===== src/inc/apspc_pkg.sv =====
`default_nettype none
package apspc_pkg;
  // Register byte address of the control word on the Wishbone slave
  localparam logic [11:0] APSPC_CSW_ADDR = 12'hd00;
  // Offset of the access request / status register
  localparam logic [11:0] APSPC_REQ_ADDR = 12'hd04;
  // Field positions in the control word
  localparam int APSPC_NONSEC_BIT = 30;
  localparam int APSPC_PROT_HI = 28;
  localparam int APSPC_PROT_LO = 24;
  localparam int APSPC_SECOK_BIT = 23;
  localparam int APSPC_HALT_BIT = 17;
  localparam int APSPC_SHARE_BIT = 15;
  // Reset values
  localparam logic APSPC_NONSEC_RST = 1'h1;
  localparam logic [4:0] APSPC_PROT_RST = 5'h03;
  localparam logic APSPC_SHARE_RST = 1'h0;
  localparam logic APSPC_HALT_RST = 1'h0;
  // Request register field positions
  localparam int APSPC_REQ_GO_BIT = 0;
  localparam int APSPC_REQ_ERR_BIT = 1;
  localparam int APSPC_REQ_CLR_BIT = 2;
  localparam int APSPC_ST_OK_BIT = 0;
  localparam int APSPC_ST_BLK_BIT = 1;
  localparam int APSPC_ST_STK_BIT = 2;
  // Attributes presented to the master side
  typedef struct packed {
    logic nonsec;
    logic [6:0] prot;
  } apspc_attr_t;
  typedef enum logic [1:0] {
    APSPC_IDLE = 2'b00,
    APSPC_ACK = 2'b01
  } apspc_bus_t;
endpackage
`default_nettype wire


===== src/core/apspc_ctrl.sv =====
// Function
// - Non-secure output follows control bit 30, reset one.
// - Access allowed only with port enable and (secure enable or non-secure set).
// - Protection output 4:0 from field 28:24, bit 6 from shareable bit.
// - Protection output bit 5 is always low.
// - Reset loads protection field three, shareable bit zero.
// - Status bit 23 set only when both enable inputs high.
// - Secure transfers blocked while secure status clear; others still allowed while port enable is high and no sticky error is set.
// - Halt-on-error bit 17 blocks accesses after a memory error.
// - Shareable bit 15 drives protection bit 6, resets zero.
//
// The Wishbone slave port and the placing of the registers were left to the implementer.
`timescale 1ns/10ps
`default_nettype none
module apspc_ctrl
  import apspc_pkg::*;
(
  input wire logic clk_i,
  input wire logic rst_i,
  input wire logic [11:0] wb_adr_i,
  input wire logic [31:0] wb_dat_i,
  input wire logic [3:0] wb_sel_i,
  input wire logic wb_we_i,
  input wire logic wb_cyc_i,
  input wire logic wb_stb_i,
  output logic [31:0] wb_dat_o,
  output logic wb_ack_o,
  input wire logic port_enable_in_i,
  input wire logic secure_enable_in_i,
  input wire logic mem_error_i,
  output logic nonsec_o,
  output logic [6:0] prot_o,
  output logic access_ok_o,
  output logic secure_access_ok_status_o
);
  // Enable inputs come from another domain: two-stage synchronisers
  logic [1:0] pen_sync;
  logic [1:0] sen_sync;
  logic [1:0] next_pen_sync;
  logic [1:0] next_sen_sync;
  logic pen;
  logic sen;
  // Shift one stage per clock; only the second stage feeds any logic
  always_comb begin
    next_pen_sync = {pen_sync[0], port_enable_in_i};
    next_sen_sync = {sen_sync[0], secure_enable_in_i};
  end
  always_ff @(posedge clk_i) begin
    if (rst_i) begin
      pen_sync <= 2'h0;
      sen_sync <= 2'h0;
    end else begin
      pen_sync <= next_pen_sync;
      sen_sync <= next_sen_sync;
    end
  end
  assign pen = pen_sync[1];
  assign sen = sen_sync[1];

  // Control state
  logic nonsec;
  logic [4:0] prot;
  logic share;
  logic halt_on_error;
  logic err_stuck;
  logic blocked;
  logic granted;
  apspc_bus_t bus_st;
  logic next_nonsec;
  logic [4:0] next_prot;
  logic next_share;
  logic next_halt;
  logic next_stuck;
  logic next_blocked;
  logic next_granted;
  apspc_bus_t next_bus_st;
  logic [31:0] next_dat;
  logic next_ack;

  // Decode of one register select, used for writes and reads
  function automatic logic hit(input logic [11:0] a, input logic [11:0] r);
    hit = (a[11:2] == r[11:2]);
  endfunction

  logic secure_ok;
  logic permit;
  logic take_now;
  logic wr_now;
  logic attempt_now;
  logic clear_now;
  assign secure_ok = pen & sen;
  assign permit = pen & (sen | nonsec);
  // Ack on the cycle after the strobe; the cycle spent in APSPC_ACK that follows drops ack
  assign take_now = wb_cyc_i & wb_stb_i & (bus_st == APSPC_IDLE);
  assign wr_now = take_now & wb_we_i;
  // Request register strobes; byte lane 0 carries both command bits
  assign attempt_now = wr_now & hit(wb_adr_i, APSPC_REQ_ADDR) & wb_sel_i[0] &
    wb_dat_i[APSPC_REQ_GO_BIT];
  assign clear_now = wr_now & hit(wb_adr_i, APSPC_REQ_ADDR) & wb_sel_i[0] &
    wb_dat_i[APSPC_REQ_CLR_BIT];

  // Next-state logic for registers and the access check
  always_comb begin
    next_nonsec = nonsec;
    next_prot = prot;
    next_share = share;
    next_halt = halt_on_error;
    next_stuck = err_stuck;
    // The outcome of the last attempt stays readable until the next one
    next_blocked = blocked;
    next_granted = granted;
    next_bus_st = APSPC_IDLE;
    next_ack = 1'b0;
    next_dat = 32'h0;
    // Sticky error: set wins over a clear in the same cycle
    if (clear_now) begin
      next_stuck = 1'b0;
    end
    if (mem_error_i && halt_on_error) begin
      next_stuck = 1'b1;
    end
    case (bus_st)
      APSPC_IDLE: begin
        if (wb_cyc_i && wb_stb_i) begin
          // Writes land at the same edge that raises ack; a read shows the old value
          next_bus_st = APSPC_ACK;
          next_ack = 1'b1;
          if (hit(wb_adr_i, APSPC_CSW_ADDR)) begin
            if (wb_we_i) begin
              // Only the implemented bits store; the rest are dropped
              if (wb_sel_i[3]) begin
                next_nonsec = wb_dat_i[APSPC_NONSEC_BIT];
                next_prot = wb_dat_i[APSPC_PROT_HI:APSPC_PROT_LO];
              end
              if (wb_sel_i[2]) begin
                next_halt = wb_dat_i[APSPC_HALT_BIT];
              end
              if (wb_sel_i[1]) begin
                next_share = wb_dat_i[APSPC_SHARE_BIT];
              end
            end
            // Reserved bits 31, 29, 22:18 stay zero
            next_dat[APSPC_NONSEC_BIT] = nonsec;
            next_dat[APSPC_PROT_HI:APSPC_PROT_LO] = prot;
            next_dat[APSPC_SECOK_BIT] = secure_ok;
            next_dat[APSPC_HALT_BIT] = halt_on_error;
            next_dat[APSPC_SHARE_BIT] = share;
          end else if (hit(wb_adr_i, APSPC_REQ_ADDR)) begin
            if (attempt_now) begin
              // A memory access is attempted: grant or block it
              if (permit && !err_stuck) begin
                next_granted = 1'b1;
                next_blocked = 1'b0;
              end else begin
                next_granted = 1'b0;
                next_blocked = 1'b1;
              end
            end
            next_dat[APSPC_ST_OK_BIT] = permit;
            next_dat[APSPC_ST_BLK_BIT] = blocked;
            next_dat[APSPC_ST_STK_BIT] = err_stuck;
          end
        end
      end
      APSPC_ACK: begin
        next_bus_st = APSPC_IDLE;
      end
      default: begin
        next_bus_st = APSPC_IDLE;
      end
    endcase
  end

  // Register stage; reset gives non-secure privileged data attributes
  always_ff @(posedge clk_i) begin
    if (rst_i) begin
      nonsec <= APSPC_NONSEC_RST;
      prot <= APSPC_PROT_RST;
      share <= APSPC_SHARE_RST;
      halt_on_error <= APSPC_HALT_RST;
      err_stuck <= 1'b0;
      blocked <= 1'b0;
      granted <= 1'b0;
      bus_st <= APSPC_IDLE;
      wb_dat_o <= 32'h0;
      wb_ack_o <= 1'b0;
    end else begin
      nonsec <= next_nonsec;
      prot <= next_prot;
      share <= next_share;
      halt_on_error <= next_halt;
      err_stuck <= next_stuck;
      blocked <= next_blocked;
      granted <= next_granted;
      bus_st <= next_bus_st;
      wb_dat_o <= next_dat;
      wb_ack_o <= next_ack;
    end
  end

  // Outputs registered so they come straight from flip-flops
  apspc_attr_t next_attr;
  logic next_access_ok;
  logic next_secure_status;
  always_comb begin
    next_attr.nonsec = next_nonsec;
    next_attr.prot = {next_share, 1'b0, next_prot};
    // Registering costs one cycle, so access_ok_o trails permit and the synced enables
    next_access_ok = permit & ~err_stuck;
    next_secure_status = secure_ok;
  end
  always_ff @(posedge clk_i) begin
    if (rst_i) begin
      nonsec_o <= APSPC_NONSEC_RST;
      prot_o <= {APSPC_SHARE_RST, 1'b0, APSPC_PROT_RST};
      access_ok_o <= 1'b0;
      secure_access_ok_status_o <= 1'b0;
    end else begin
      nonsec_o <= next_attr.nonsec;
      prot_o <= next_attr.prot;
      access_ok_o <= next_access_ok;
      secure_access_ok_status_o <= next_secure_status;
    end
  end

  // Assertions
  bit_five_low_a: assert property (@(posedge clk_i) disable iff (rst_i)
    prot_o[5] == 1'b0) else $error("prot bit 5 driven high");
  prot_map_a: assert property (@(posedge clk_i) disable iff (rst_i)
    prot_o == {share, 1'b0, prot}) else $error("prot output mismatch");
  nonsec_follow_a: assert property (@(posedge clk_i) disable iff (rst_i)
    nonsec_o == nonsec) else $error("nonsec output mismatch");
  permit_rule_a: assert property (@(posedge clk_i) disable iff (rst_i)
    access_ok_o == $past(pen & (sen | nonsec) & ~err_stuck))
    else $error("access permit wrong");
  secure_stat_a: assert property (@(posedge clk_i) disable iff (rst_i)
    secure_access_ok_status_o == $past(pen & sen)) else $error("secure status wrong");
  secure_block_a: assert property (@(posedge clk_i) disable iff (rst_i)
    (!secure_ok && !nonsec) |=> !access_ok_o) else $error("secure access not blocked");
  halt_err_a: assert property (@(posedge clk_i) disable iff (rst_i)
    (mem_error_i && halt_on_error) |=> err_stuck ##1 !access_ok_o)
    else $error("error did not halt");
  no_halt_a: assert property (@(posedge clk_i) disable iff (rst_i)
    (!halt_on_error && !err_stuck) |=> !err_stuck) else $error("stuck without halt");
  // Checked on the first edge after release, never on the unknown state before reset
  reset_val_a: assert property (@(posedge clk_i)
    ($past(rst_i) && !rst_i) |-> (prot == 5'h03 && !share && nonsec))
    else $error("reset values wrong");
  raz_bits_a: assert property (@(posedge clk_i) disable iff (rst_i)
    wb_ack_o |-> (wb_dat_o[31] == 1'b0 && wb_dat_o[29] == 1'b0 && wb_dat_o[22:18] == 5'h00))
    else $error("reserved bits nonzero");
  share_bit_a: assert property (@(posedge clk_i) disable iff (rst_i)
    prot_o[6] == share) else $error("shareable bit not driven");
  ack_drop_a: assert property (@(posedge clk_i) disable iff (rst_i)
    wb_ack_o |=> !wb_ack_o) else $error("ack held two cycles");

  // Attempt outcome and sticky error
  grant_latch_a: assert property (@(posedge clk_i) disable iff (rst_i)
    attempt_now |=> (granted == $past(permit && !err_stuck) && blocked == !granted))
    else $error("attempt outcome wrong");
  outcome_excl_a: assert property (@(posedge clk_i) disable iff (rst_i)
    !(granted && blocked)) else $error("grant and block together");
  set_wins_a: assert property (@(posedge clk_i) disable iff (rst_i)
    (clear_now && mem_error_i && halt_on_error) |=> err_stuck)
    else $error("clear beat a new error");
  stuck_clear_a: assert property (@(posedge clk_i) disable iff (rst_i)
    (clear_now && !(mem_error_i && halt_on_error)) |=> !err_stuck)
    else $error("sticky error not cleared");
  sticky_keep_a: assert property (@(posedge clk_i) disable iff (rst_i)
    (err_stuck && !clear_now) |=> err_stuck)
    else $error("sticky error lost");
  stuck_block_a: assert property (@(posedge clk_i) disable iff (rst_i)
    err_stuck |=> !access_ok_o) else $error("access let through while halted");

  // Bus timing: a taken request is answered on the next cycle only
  ack_timing_a: assert property (@(posedge clk_i) disable iff (rst_i)
    take_now |=> wb_ack_o) else $error("request not acknowledged");
  ack_cause_a: assert property (@(posedge clk_i) disable iff (rst_i)
    wb_ack_o |-> $past(take_now)) else $error("ack without request");

  // Read data shows the state as it stood when the request was taken
  csw_readback_a: assert property (@(posedge clk_i) disable iff (rst_i)
    (take_now && hit(wb_adr_i, APSPC_CSW_ADDR)) |=>
    (wb_dat_o[APSPC_NONSEC_BIT] == $past(nonsec) &&
    wb_dat_o[APSPC_PROT_HI:APSPC_PROT_LO] == $past(prot)))
    else $error("control word readback wrong");
  status_read_a: assert property (@(posedge clk_i) disable iff (rst_i)
    (take_now && hit(wb_adr_i, APSPC_CSW_ADDR)) |=>
    wb_dat_o[APSPC_SECOK_BIT] == $past(pen && sen))
    else $error("secure status readback wrong");
  req_read_a: assert property (@(posedge clk_i) disable iff (rst_i)
    (take_now && hit(wb_adr_i, APSPC_REQ_ADDR)) |=>
    wb_dat_o[2:0] == $past({err_stuck, blocked, permit}))
    else $error("request status readback wrong");
  unmapped_zero_a: assert property (@(posedge clk_i) disable iff (rst_i)
    (take_now && !hit(wb_adr_i, APSPC_CSW_ADDR) && !hit(wb_adr_i, APSPC_REQ_ADDR)) |=>
    wb_dat_o == 32'h0) else $error("unmapped read not zero");

  // Outputs straight after reset release
  reset_out_a: assert property (@(posedge clk_i)
    ($past(rst_i) && !rst_i) |->
    (nonsec_o && prot_o == {APSPC_SHARE_RST, 1'b0, APSPC_PROT_RST} && !access_ok_o))
    else $error("outputs not at reset values");
endmodule // apspc_ctrl
`default_nettype wire


===== config.mk =====
export PLATFORM = sky130hd
export DESIGN_NAME = apspc_ctrl
export DESIGN_NICKNAME = d
export VERILOG_FILES = /design/src/inc/apspc_pkg.sv /design/src/core/apspc_ctrl.sv
export SDC_FILE = /design/constraint.sdc
export NUM_CORES = 1
export LEC_CHECK = 0
export ABC_AREA = 1
export BUFFER_PORTS_ARGS = -buffer_cell sky130_fd_sc_hd__buf_2
export CORE_MARGIN = 10
export CORE_UTILIZATION = 30
export DETAILED_ROUTE_END_ITERATION = 8
export MAX_ROUTING_LAYER = met4
export PLACE_DENSITY = 0.69
export SETUP_SLACK_MARGIN = 0.1
export SLEW_MARGIN = 10
export SYNTH_ARGS = -nofsm -noshare
export SYNTH_HDL_FRONTEND = slang
export SYNTH_SLANG_ARGS = --single-unit

===== constraint.sdc =====
create_clock -name clk_i -period 3.02 [get_ports clk_i]
set_clock_uncertainty 0.2 [all_clocks]
set_input_delay 0.604 -clock clk_i [delete_from_list [all_inputs] [get_ports clk_i]]
set_output_delay 0.604 -clock clk_i [all_outputs]
set_load 0.01 [all_outputs]

# Yosys cells after proc, flatten, opt, wreduce, memory -nomap -nowiden
# Cells that the tools add are included.
[totals]
inputBits = 56
out_inout_bits = 43
ff_bits = 58
word_cells = 62
[classes]
eq_ne = 2
bitwise = 16
n_mux = 15
reduce_logical = 12
[op_table]
columns = ["op", "n"]
rows = [
  ["two-way mux 5 bit", 5],
  ["== test 10 bit (second input constant)", 2],
  ["AND reduction 5 bit", 3],
  ["bitwise AND 1 bit", 10],
  ["two-way mux 1 bit", 10],
  ["NOT 1 bit", 5],
  ["OR reduction 5 bit", 1],
  ["OR reduction 4 bit", 1],
  ["logical AND 1 bit", 3],
  ["logical NOT 2 bit", 1],
  ["nonzero test 2 bit", 1],
  ["OR reduction 2 bit", 1],
  ["logical NOT 1 bit", 1],
  ["OR 1 bit", 1],
]

# Depth between registers and ports, before layout
[depth]
word_depth = 8
ltp_mapped = 9
ltp_nobuf = 9

# Worst setup path before layout
# OpenSTA, ideal clock, no wires.
[synth_path]
path_type = "input-to-reg"
start = "in wb_adr_i[5]"
end = "reg prot[2]"
arrival_ns = 1.352
setup_ns = 0.113
slack_ns = 1.355
path_stages = 8
required_ns = 2.707
path_buffers = 0
cell_sequence = "nor2_1 > nand2_1 > nor2_4 > nand2_4 > nor2_8 > inv_2 > nor2_1 > nor2_1"
[synth_between]
elab_chain_len = 4
[synth_lines]
columns = ["element", "line_no", "text"]
rows = [
  ["start, declared", "apspc_ctrl.sv:20", "input wire logic [11:0] wb_adr_i,"],
  ["== test 10 bit", "apspc_ctrl.sv:82", "hit = (a[11:2] == r[11:2]);"],
  ["two-way mux 5 bit", "apspc_ctrl.sv:128", "if (hit(wb_adr_i, APSPC_CSW_ADDR)) begin"],
  ["two-way mux 5 bit", "apspc_ctrl.sv:124", "if (wb_cyc_i && wb_stb_i) begin"],
  ["two-way mux 5 bit", "apspc_ctrl.sv:122", "case (bus_st)"],
  ["end signal, assigned", "apspc_ctrl.sv:189", "prot <= next_prot;"],
  ["end, declared", "apspc_ctrl.sv:62", "logic [4:0] prot;"],
]
# No other way between the ends.
# A chain may end at the register's enable or synchronous reset.

# Final worst setup path
[layout_path]
start = "in wb_adr_i[5]"
end = "reg prot_o[4]"
[layout_between]
elab_chain_len = 4
[layout_lines]
columns = ["element", "line_no", "text"]
rows = [
  ["== test 10 bit", "apspc_ctrl.sv:82", ""],
  ["two-way mux 5 bit", "apspc_ctrl.sv:128", ""],
  ["two-way mux 5 bit", "apspc_ctrl.sv:124", ""],
  ["two-way mux 5 bit", "apspc_ctrl.sv:122", ""],
  ["end signal, assigned", "apspc_ctrl.sv:215", "prot_o <= {APSPC_SHARE_RST, 1'b0, APSPC_PROT_RST};"],
  ["end signal, assigned", "apspc_ctrl.sv:220", "prot_o <= next_attr.prot;"],
  ["end, declared", "apspc_ctrl.sv:32", "output logic [6:0] prot_o,"],
]
# No other way between the ends.

==> impl_metrics.csv <==
group,metric,value,unit
clock_network,cts_tree,"built",
placed_design,gp_congestion,0.759,
pwr,pwr-share-seq,0.456,
detailed_routing,wl_per_cell,11.4,µm
worst_setup_path,critPathKind,"primary input to flop",
pwr,switchingPower,176,µW
final_layout,syn_to_final_growth,29.4,%
clock_network,clk_pin_slew,60,ps
pwr,p_sw_frac,0.207,
worst_setup_path,critPathLaunchType,"primary input",
floorplan,ioPinCount,99,
worst_setup_path,rrSetupSlack,1600,ps
clock_network,numCtsBuffers,5,
final_layout,finish.net_count,263,
detailed_routing,drcViolationCount,0,
job,cap_violations,0,
yosys,syn_area_per_cell,7.98,µm²
clock_network,postCtsHoldBufs,0,
detailed_routing,drtPass1Iterations,4,
hold_path,min_from,"pen_sync[0]",
pwr,pwr-share-clk,0.484,
worst_setup_path,r2r-start,"bus_st[0]",
timing,period_needed,1620,ps
detailed_routing,drtAntennaViolNets,0,
detailed_routing,viasPerCell,3.95,
grt,grt.overflow.total,0,
pwr,power.density,548,nW/µm²
pwr,intPower,673,µW
final_layout,drive_above_1_share,0.332,
floorplan,core_area,3770,µm²
clock_network,cts_sinks,29,
grt,antenna_found_initial,0,
clock_network,cts_buffer_depth,2,
pwr,p_comb_frac,0.060,
status,run_status,"finished, final reports clean",
final_layout,diodes,0,
final_layout,fillCellCount,411,
placed_design,io_buffer_count,53,
placed_design,hpwlAfterDp,2400,µm
timing,rsz0062_at_grt,"no",
yosys,netlist.area_leader.share,0.485,
grt,grt_pass1_vias,1057,
placed_design,dp_slack,1080,ps
floorplan,initial_utilization,0.318,
grt,grt_usage,0.0888,
clock_network,cts_resized,0,
worst_setup_path,reg2reg_to,"prot_o[4]",
clock_network,root_buffer,"clkbuf_8",
worst_setup_path,cp-end-kind,"flop",
clock_network,cts-htree-levels,2,
floorplan,die-area,6920,µm²
timing,drv_slew,0,
floorplan,die_h,83.2,µm
hold_path,min_to,"pen_sync[1]",
pwr,irDropWorstVdd,327,µV
yosys,synth.area.top_cells,"dfxtp_1, buf_4, nor2_1",
worst_setup_path,rr_worst_depth,8,
yosys,synth.distinct_cells,22,
timing,max_freq,619,MHz
timing,fin_tns_setup,0,ps
yosys,synth_top_area_cell,"dfxtp_1",
yosys,ys_ff_latch,29,
floorplan,core.rowCount,22,
clock_network,clock_latency,280,ps
timing,hold_viol,0,
final_layout,fin_area,1550,µm²
yosys,ys_warn_count,0,
yosys,synthCells,150,
detailed_routing,wirelength,2930,µm
timing,setup_ws,1400,ps
hold_path,min_delay_path_depth,2,
pwr,p_leak,0.000842,µW
yosys,synth-seq-area-share,0.485,
worst_setup_path,crit_required,2990,ps
timing,final.period_utilization,0.535,
clock_network,cts_setup_buffers,0,
detailed_routing,routed-via-count,1010,
floorplan,die_x,83.2,µm
placed_design,postPlaceCellArea,1430,µm²
grt,grt_start_max_net_pins,11,
yosys,synth.cell_area,1200,µm²
detailed_routing,drt_iter0_drc,21,
hold_path,min_path_type,"flop to flop",
worst_setup_path,cp_max_fo,10,
timing,setup_viol,0,
worst_setup_path,arrival,1590,ps
grt,grt_pass1_wl,4910,µm
[cells by family after synthesis]
logic type / count (synthesis) / share of synthesized area
other: 1 / 0.00313
buffers and inverters: 46 / 0.213
flip-flops: 29 / 0.485
AND/OR/NAND/NOR: 65 / 0.252
AO/OA/AOI/OAI: 9 / 0.0470
[power groups by stage]
stage	Clock (µW)	Sequential [µW]	Combinational, µW
after floorplan	0	396	45.2
after global placement	0	395	49.1
after detailed placement	0	396	49.8
after CTS	427	387	50.2
after global routing	441	387	58.5
final	410	387	50.9
[worst max-delay path by stage]
stage                start  slack (ps)         to
2_1_floorplan  wb_adr_i[5]        1360    prot[2]
3_3_place_gp   wb_adr_i[5]        1110  prot_o[4]
3_5_place_dp   wb_adr_i[5]        1080  prot_o[4]
4_1_cts        wb_adr_i[5]        1380  prot_o[4]
5_1_grt        wb_adr_i[8]        1290  prot_o[4]
6_report       wb_adr_i[5]        1400  prot_o[4]
[metrics by stage]
step	std cells	utilization	hold slack [ps]	power, µW
finish	256	0.411	200	848
floorplan	170	-	188	441
CTS	256	0.411	201	864
global placement	248	0.379	190	445
global route	256	0.411	224	887
detailed placement	248	0.379	192	445
[layout make-up]
cell class / instances / area (µm²) / share of cell area
tap: 48 / 60.1 / 0.0388
multi-input combinational: 95 / 437 / 0.282
clock inverter: 2 / 37.5 / 0.0242
clock buffer: 6 / 82.6 / 0.0533
timing repair buffer: 53 / 265 / 0.171
sequential: 29 / 581 / 0.375
inverter: 23 / 86.3 / 0.0557
[state kept, by name, indices dropped and copies added, names as in the netlist, 2 cells and up]
signal / count
prot: 4
wb_dat_o: 12
pen_sync: 2
sen_sync: 2
[per-layer routing]
layer  global-route usage  up-vias  part of all wire
li1                     -      522                 -
met2                0.132       55              0.42
met5                    -        -                 0
met3               0.0410        6             0.099
met4               0.0508        0             0.025
met1               0.0954      427              0.46
[critical path, cell delays in order]
cell,delay [ps]
buf_2,90
nor2_1,90
nand2_1,90
nor2_4,220
nand2_4,90
nor2_8,180
inv_2,60
nor2_1,100
nor2_1,50
[Yosys cell counts]
cell       n
nor2_8     1
o21ai_2    1
o211ai_1   3
conb_1     1
clkbuf_1   1
o21ai_1    2
buf_4     22
dfxtp_1   29
nand4_1    4
a21oi_1    2
nand2_4    1
nand2_1   15
inv_2      1
nand3_1    3
inv_1     22
nor2_4     1
nor2_1    36
nand2_2    1
nor3_1     1
nand3_2    1
nor2_2     1
o21ai_0    1
[placed cells by master (no fill, tap or decap), drive strengths merged]
cell type,instances
a21oi,2
buf,53
bufinv,1
clkbuf,6
clkinvlp,1
conb,21
dfxtp,29
inv,23
nand2,17
nand3,4
nand4,4
nor2,39
nor3,1
o211ai,3
o21ai,4
No activity file was read; power rests on OpenSTA's default activity.
